### config.mk
export PLATFORM = sky130hd
export DESIGN_NAME = watchdog_timeout_and_sleep_control
export DESIGN_NICKNAME = d
export VERILOG_FILES = /design/src/design/watchdog_timeout_and_sleep_control.v
export VERILOG_INCLUDE_DIRS = /design/src /design/src/design
export SDC_FILE = /design/constraint.sdc
export NUM_CORES = 1
export LEC_CHECK = 0
export BUFFER_PORTS_ARGS = -buffer_cell sky130_fd_sc_hd__buf_2
export CAP_MARGIN = 25
export CORE_ASPECT_RATIO = 1.25
export CORE_MARGIN = 4
export CORE_UTILIZATION = 35
export CTS_CLUSTER_SIZE = 12
export DETAILED_ROUTE_END_ITERATION = 8
export SKIP_LAST_GASP = 1
export SLEW_MARGIN = 30
export SYNTH_ARGS = -nofsm -noshare
export SYNTH_HDL_FRONTEND = slang
export SYNTH_SLANG_ARGS = --single-unit
### constraint.sdc
create_clock -name clk -period 2.1 [get_ports clk]
set_input_delay 0.315 -clock clk [delete_from_list [all_inputs] [get_ports clk]]
set_output_delay 0.315 -clock clk [all_outputs]
set_load 0.01 [all_outputs]
### src/design/watchdog_regs.vh
`ifndef WATCHDOG_REGS_VH
`define WATCHDOG_REGS_VH

// Register addresses (plain port, 8-bit address)
`define ADDR_PERIOD_SELECT  8'h00
`define ADDR_RESTART        8'h01
`define ADDR_STATUS         8'h02
`define ADDR_IRQ_MASK       8'h03
`define ADDR_COUNT_VIEW     8'h04

// Period select field
`define SEL_MSB             2
`define SEL_LSB             0
`define SEL_RESET           3'h0

// Restart key sequence
`define KEY_FIRST           8'h1E
`define KEY_SECOND          8'hE1

// Base counter
`define BASE_WIDTH          14
`define BASE_MAX            14'h3FFF
`define PRESCALE_STAGES     7

// Reset pulse length in peripheral clocks
`define RST_PULSE_CYCLES    7'd96

// Status bits
`define ST_OVERFLOW         0
`define ST_ENABLED          1
`define ST_WAKEHOLD         2

`endif

### src/design/watchdog_timeout_and_sleep_control.v
// Local design decisions: strobed register access and the placing of the registers.
`include "watchdog_regs.vh"

//Contract
//RULE_01 - The period select register holds a three-bit select in bits 2..0, upper bits reserved.
//RULE_02 - Reset clears the select bits to zero, choosing the shortest period.
//RULE_03 - In power-down the oscillator stops, so the counter holds still.
//RULE_04 - After a hardware-reset exit from power-down, software services the watchdog as usual.
//RULE_05 - An interrupt wake source holds its low input until the oscillator is stable.
//RULE_06 - After interrupt wake-up the counter stays stopped while the wake input is low.
//RULE_07 - Software should restart the watchdog in the wake-up interrupt routine.
//RULE_08 - Software should restart the watchdog just before entering power-down.
//RULE_09 - In idle the watchdog runs, so software must wake periodically to service it.
//RULE_10 - The base counter is 14 bits, counts machine cycles, and resets the device at 3FFF.
//RULE_11 - A seven-stage binary prescaler sits ahead of the base counter.
//RULE_12 - Writing 1E then E1 to the restart register enables or restarts it; only reset disables.
//RULE_13 - Overflow drives a low reset pulse lasting 96 peripheral clocks.
//RULE_14 - Each select step doubles the period: 16384 times two to the select, in machine cycles.
module watchdog_timeout_and_sleep_control #(
	parameter PULSE_CYCLES = 96
) (
	// Clock and reset
	input  wire       clk,
	input  wire       reset,
	// Machine-cycle enable and sleep state
	input  wire       machineCycle,
	input  wire       powerDown,
	input  wire       wakeIntN,
	// Register port
	input  wire [7:0] addr,
	input  wire [7:0] wrData,
	input  wire       wrStrobe,
	input  wire       rdStrobe,
	output reg  [7:0] rdData,
	// Outputs
	output reg        resetOutN,
	output reg        irq
);

	reg  [2:0]                     periodSel_q;
	reg                            enabled_q;
	reg                            keyArmed_q;
	reg  [`PRESCALE_STAGES-1:0]    prescale_q;
	reg  [`BASE_WIDTH-1:0]         base_q;
	reg                            wakeHold_q;
	reg  [6:0]                     pulseCnt_q;
	reg  [2:0]                     status_q;
	reg  [2:0]                     mask_q;
	reg  [`PRESCALE_STAGES-1:0]    preMask;
	reg  [2:0]                     statusSet;
	wire                           wrSel;
	wire                           wrKey;
	wire                           restart;
	wire                           running;
	wire                           preTick;
	wire                           overflow;
	wire                           pulseActive;

	assign wrSel   = wrStrobe && (addr == `ADDR_PERIOD_SELECT);
	assign wrKey   = wrStrobe && (addr == `ADDR_RESTART);
	assign restart = wrKey && keyArmed_q && (wrData == `KEY_SECOND); // RULE_12
	// Counter frozen in power-down and while wake input held low after a power-down wake
	assign running = enabled_q && machineCycle && !powerDown && !wakeHold_q; // RULE_03 RULE_06
	assign pulseActive = (pulseCnt_q != 7'h00);

	// Prescaler taps: select value s uses the low s prescaler bits
	always @* begin
		preMask = {`PRESCALE_STAGES{1'b0}};
		case (periodSel_q)
			3'h0: preMask = 7'h00;
			3'h1: preMask = 7'h01;
			3'h2: preMask = 7'h03;
			3'h3: preMask = 7'h07;
			3'h4: preMask = 7'h0F;
			3'h5: preMask = 7'h1F;
			3'h6: preMask = 7'h3F;
			3'h7: preMask = 7'h7F;
			default: preMask = 7'h00;
		endcase
	end

	assign preTick  = running && ((prescale_q & preMask) == preMask); // RULE_11 RULE_14
	assign overflow = preTick && (base_q == `BASE_MAX); // RULE_10

	always @* begin
		statusSet = 3'h0;
		statusSet[`ST_OVERFLOW] = overflow;
		statusSet[`ST_WAKEHOLD] = powerDown && !wakeIntN;
		statusSet[`ST_ENABLED]  = restart && !enabled_q;
	end

	// Select register
	always @(posedge clk or posedge reset) begin
		if (reset) begin
			periodSel_q <= `SEL_RESET; // RULE_02
		end else if (wrSel) begin
			periodSel_q <= wrData[`SEL_MSB:`SEL_LSB]; // RULE_01
		end
	end

	// Key sequence and enable
	always @(posedge clk or posedge reset) begin
		if (reset) begin
			keyArmed_q <= 1'b0;
			enabled_q  <= 1'b0;
		end else begin
			if (wrKey) begin
				keyArmed_q <= (wrData == `KEY_FIRST);
			end
			if (restart) begin
				enabled_q <= 1'b1; // RULE_12
			end
		end
	end

	// Wake hold: set on interrupt wake, released when input returns high
	always @(posedge clk or posedge reset) begin
		if (reset) begin
			wakeHold_q <= 1'b0;
		end else begin
			if (powerDown && !wakeIntN) begin
				wakeHold_q <= 1'b1; // RULE_05 RULE_06
			end else if (wakeIntN) begin
				wakeHold_q <= 1'b0; // RULE_06
			end
		end
	end

	// Prescaler and base counter
	always @(posedge clk or posedge reset) begin
		if (reset) begin
			prescale_q <= {`PRESCALE_STAGES{1'b0}};
			base_q     <= {`BASE_WIDTH{1'b0}};
		end else if (restart || overflow) begin
			prescale_q <= {`PRESCALE_STAGES{1'b0}};
			base_q     <= {`BASE_WIDTH{1'b0}};
		end else if (running) begin
			prescale_q <= prescale_q + 7'h01; // RULE_11
			if (preTick) begin
				base_q <= base_q + 14'h0001; // RULE_10
			end
		end
	end

	// Reset-out pulse, counted in peripheral clocks
	always @(posedge clk or posedge reset) begin
		if (reset) begin
			pulseCnt_q <= 7'h00;
			resetOutN  <= 1'b1;
		end else begin
			if (overflow) begin
				pulseCnt_q <= PULSE_CYCLES[6:0]; // RULE_13
			end else if (pulseActive) begin
				pulseCnt_q <= pulseCnt_q - 7'h01;
			end
			resetOutN <= !(overflow || (pulseCnt_q > 7'h01)); // RULE_13
		end
	end

	// Sticky status, write one to clear; set wins
	always @(posedge clk or posedge reset) begin
		if (reset) begin
			status_q <= 3'h0;
			mask_q   <= 3'h0;
			irq      <= 1'b0;
		end else begin
			if (wrStrobe && (addr == `ADDR_STATUS)) begin
				status_q <= (status_q & ~wrData[2:0]) | statusSet;
			end else begin
				status_q <= status_q | statusSet;
			end
			if (wrStrobe && (addr == `ADDR_IRQ_MASK)) begin
				mask_q <= wrData[2:0];
			end
			irq <= |((status_q | statusSet) & mask_q);
		end
	end

	// Read data, one cycle after strobe
	always @(posedge clk or posedge reset) begin
		if (reset) begin
			rdData <= 8'h00;
		end else if (rdStrobe) begin
			case (addr)
				`ADDR_PERIOD_SELECT: rdData <= {5'h00, periodSel_q};
				`ADDR_STATUS:        rdData <= {5'h00, status_q};
				`ADDR_IRQ_MASK:      rdData <= {5'h00, mask_q};
				`ADDR_COUNT_VIEW:    rdData <= {5'h00, wakeHold_q, keyArmed_q, enabled_q};
				default:             rdData <= 8'h00;
			endcase
		end else begin
			rdData <= 8'h00;
		end
	end

endmodule

==> impl_metrics.tcl <==
set metrics [dict create \
    outcome "finished clean" \
    post-place-cells 371 \
    peakVddDrop_mv 0.244 \
    viasPerCell 5.16 \
    grt-ovfl-total 0 \
    synth_warnings 0 \
    place_ws_ps 22.3 \
    fp.dieH_um 101 \
    die_width_um 82.7 \
    ant_nets 0 \
    hold_class "in -> async" \
    avgSynthCellArea_um2 9.65 \
    ctsRootBufferMaster "clkbuf_8" \
    maxCapViolCount 0 \
    ys.flop_type "dfrtp_1" \
    port_buffers 27 \
    intPower_mw 1.30 \
    power_leakage_nw 1.29 \
    hpwl_um 3810 \
    slew_headroom_pct 64.3 \
    setup_viol 0 \
    cts_buffer_depth 2 \
    crit_required_ps 2290 \
    rsz0062_at_grt "false" \
    firstDrtPassIters 4 \
    netlist_area_mm2 0.00244 \
    antenna_found_initial 0 \
    pwr-share-seq_pct 53.6 \
    crit_chain "inv_1, ha_1, or3b_2, nand2b_2, nand3b_1, nor3_1, xnor2_1, nand2_1" \
    synth.top_cell.area_share_pct 45.1 \
    synthCells 253 \
    row_count 33 \
    first_global_vias 1879 \
    fin_crit_ps 1920 \
    cpPeakStageDelay_ps 490 \
    p_sw_mw 0.346 \
    power.density_mw_per_mm2 584 \
    fill_cells 702 \
    cts_buffers 5 \
    place.gp.congestion 0.761 \
    ys_types 51 \
    wl_um 4900 \
    hold_viol_final 0 \
    antenna_cells 0 \
    yosys.area.top_type "dfrtp_1" \
    layout-drive-gt1-share_pct 21.9 \
    fin_skew_ps 9.98 \
    synth_seq_area_share_pct 46.2 \
    grt.total_usage_pct 13.1 \
    synth_edf_count 0 \
    post-cts-setup-buffers 0 \
    grt_max_degree 27 \
    crit_fanout 5 \
    vias 1955 \
    cts_tree "done" \
    nNetsFinal 318 \
    h-tree-depth 2 \
    clkSinkCount 45 \
    max_freq_mhz 522 \
    critPathKind "reg -> reg" \
    post-route-period-util_pct 91.2 \
    async_flop_share_pct 100 \
    critPathLaunchType "register" \
    drc 0 \
    drt_iter0_drc 56 \
    setup_tns_ps 0 \
    clockPowerShare_pct 40.8 \
    worstRegToRegCells 8 \
    yosysMostFrequentCell "dfrtp_1" \
    crit_arrival_ps 2100 \
    wl_per_cell_um 12.9 \
    startpoint "pulseCnt_q[0]" \
    r2r_slack_ps 180 \
    synth_area_leaders "dfrtp_1 45%, nor2_1 5.4%, mux2_2 3.2%, nand2_1 3.2%, mux2i_1 2.9%" \
    r2r_start "pulseCnt_q[0]" \
    insertion_delay_ps 300 \
    synth-seq-cells 45 \
    r2r-end "pulseCnt_q[5]" \
    cp-end-kind "register" \
    cpMaxStageDelayCell "or3b_2" \
    drv_slew 0 \
    synthToLayoutAreaGrowth_pct 15.5 \
    p_sw_share_pct 21.0 \
    setup_slack_ps 185 \
    synth_commonest_cells "44 x dfrtp_1, 35 x nor2_1, 21 x nand2_1" \
    grt_pass1_wl_um 8570 \
    tightest_slew_ps 535 \
    final_cells 379 \
    core_mm2 0.00669 \
    io_pins 33 \
    start_util_pct 36.5 \
    path_clk_slew_ps 80 \
    design.die.area_mm2 0.00838 \
    p_comb_share_pct 5.7 \
]
critical path: cells and delay by family, from the launching register on:
family | cells | cell delay (ps)
and+or+nand+nor | 5 | 1020
buffers and inverters | 1 | 70
DFF | 1 | 420
adders and majority gates | 1 | 170
xor gates and xnor gates | 1 | 130
what timing repair did:
action                                  4_1_cts  5_1_grt
endpoints found under the setup margin        0        1
resized for setup                             0        1
hold buffers                                  0        0
power by group through the flow:
stage / sequential (mW) / combinational, mW / clock, mW
6_report: 0.883 / 0.0932 / 0.672
4_1_cts: 0.883 / 0.0950 / 0.696
3_5_place_dp: 0.900 / 0.0950 / 0
3_3_place_gp: 0.900 / 0.0948 / 0
5_1_grt: 0.884 / 0.107 / 0.734
2_1_floorplan: 0.898 / 0.0609 / 0
registers in the layout, indices dropped and copies added (netlist names):
name / cells
enabled_q: 1
base_q: 14
status_q: 3
irq: 1
periodSel_q: 3
resetOutN: 1
prescale_q: 7
rdData: 3
pulseCnt_q: 7
wakeHold_q: 1
keyArmed_q: 1
mask_q: 3
how the worst max path moves through the flow:
stage,end,slack [ps]
finish,pulseCnt_q[5],180
global placement,prescale_q[0],50
global route,pulseCnt_q[5],10
detailed placement,prescale_q[4],20
CTS,pulseCnt_q[5],150
floorplan,base_q[3],260
through the flow:
step | power, mW | area (um^2) | utilization (%) | hold WS (ps)
floorplan | 0.959 | 2460 | - | 381
global placement | 0.995 | 2700 | 40.4 | 398
detailed placement | 0.995 | 2700 | 40.4 | 404
CTS | 1.67 | 2820 | 42.1 | 71.0
global route | 1.73 | 2820 | 42.2 | 113
finish | 1.65 | 2820 | 42.2 | 50.1
area by class of cell:
class / instances / area (um^2) / area share (%)
Clock buffer: 7 / 86.3 / 3.06
Clock inverter: 1 / 30.0 / 1.06
Multi-Input combinational cell: 193 / 1210 / 43.0
Timing Repair Buffer: 40 / 233 / 8.25
Inverter: 6 / 22.5 / 0.799
Sequential cell: 45 / 1130 / 40.0
Tap cell: 87 / 109 / 3.86
cells in the final DEF (no fill, tap or decap), types with 7 or more instances in the layout:
master / count
a21oi_1: 10
buf_2: 27
buf_4: 13
dfrtp_1: 44
mux2_2: 7
mux2i_1: 7
nand2_1: 21
nand4_1: 9
nor2_1: 35
nor3_1: 9
o21ai_0: 9
xnor2_1: 8
cells by family after synthesis:
| kind of cell | Yosys count | synth area share [%] |
|---|---|---|
| adder cells (fa/ha/maj) | 4 | 2.05 |
| flip-flops | 45 | 46.2 |
| XOR/XNOR | 14 | 5.02 |
| multiplexers | 14 | 6.10 |
| AND/OR/NAND/NOR | 118 | 25.9 |
| AO/OA/AOI/OAI | 38 | 9.74 |
| buffers and inverters | 19 | 4.87 |
| other | 1 | 0.154 |
routing by layer:
layer / GRT usage, % / part of all wire (%) / vias up
met5: 0 / 0 / -
met2: 21.7 / 51 / 39
met4: 5.66 / 2.4 / 0
li1: - / - / 963
met3: 2.67 / 4.3 / 8
met1: 16.4 / 42 / 945
Note: power is estimated with default switching activity, not from simulation.
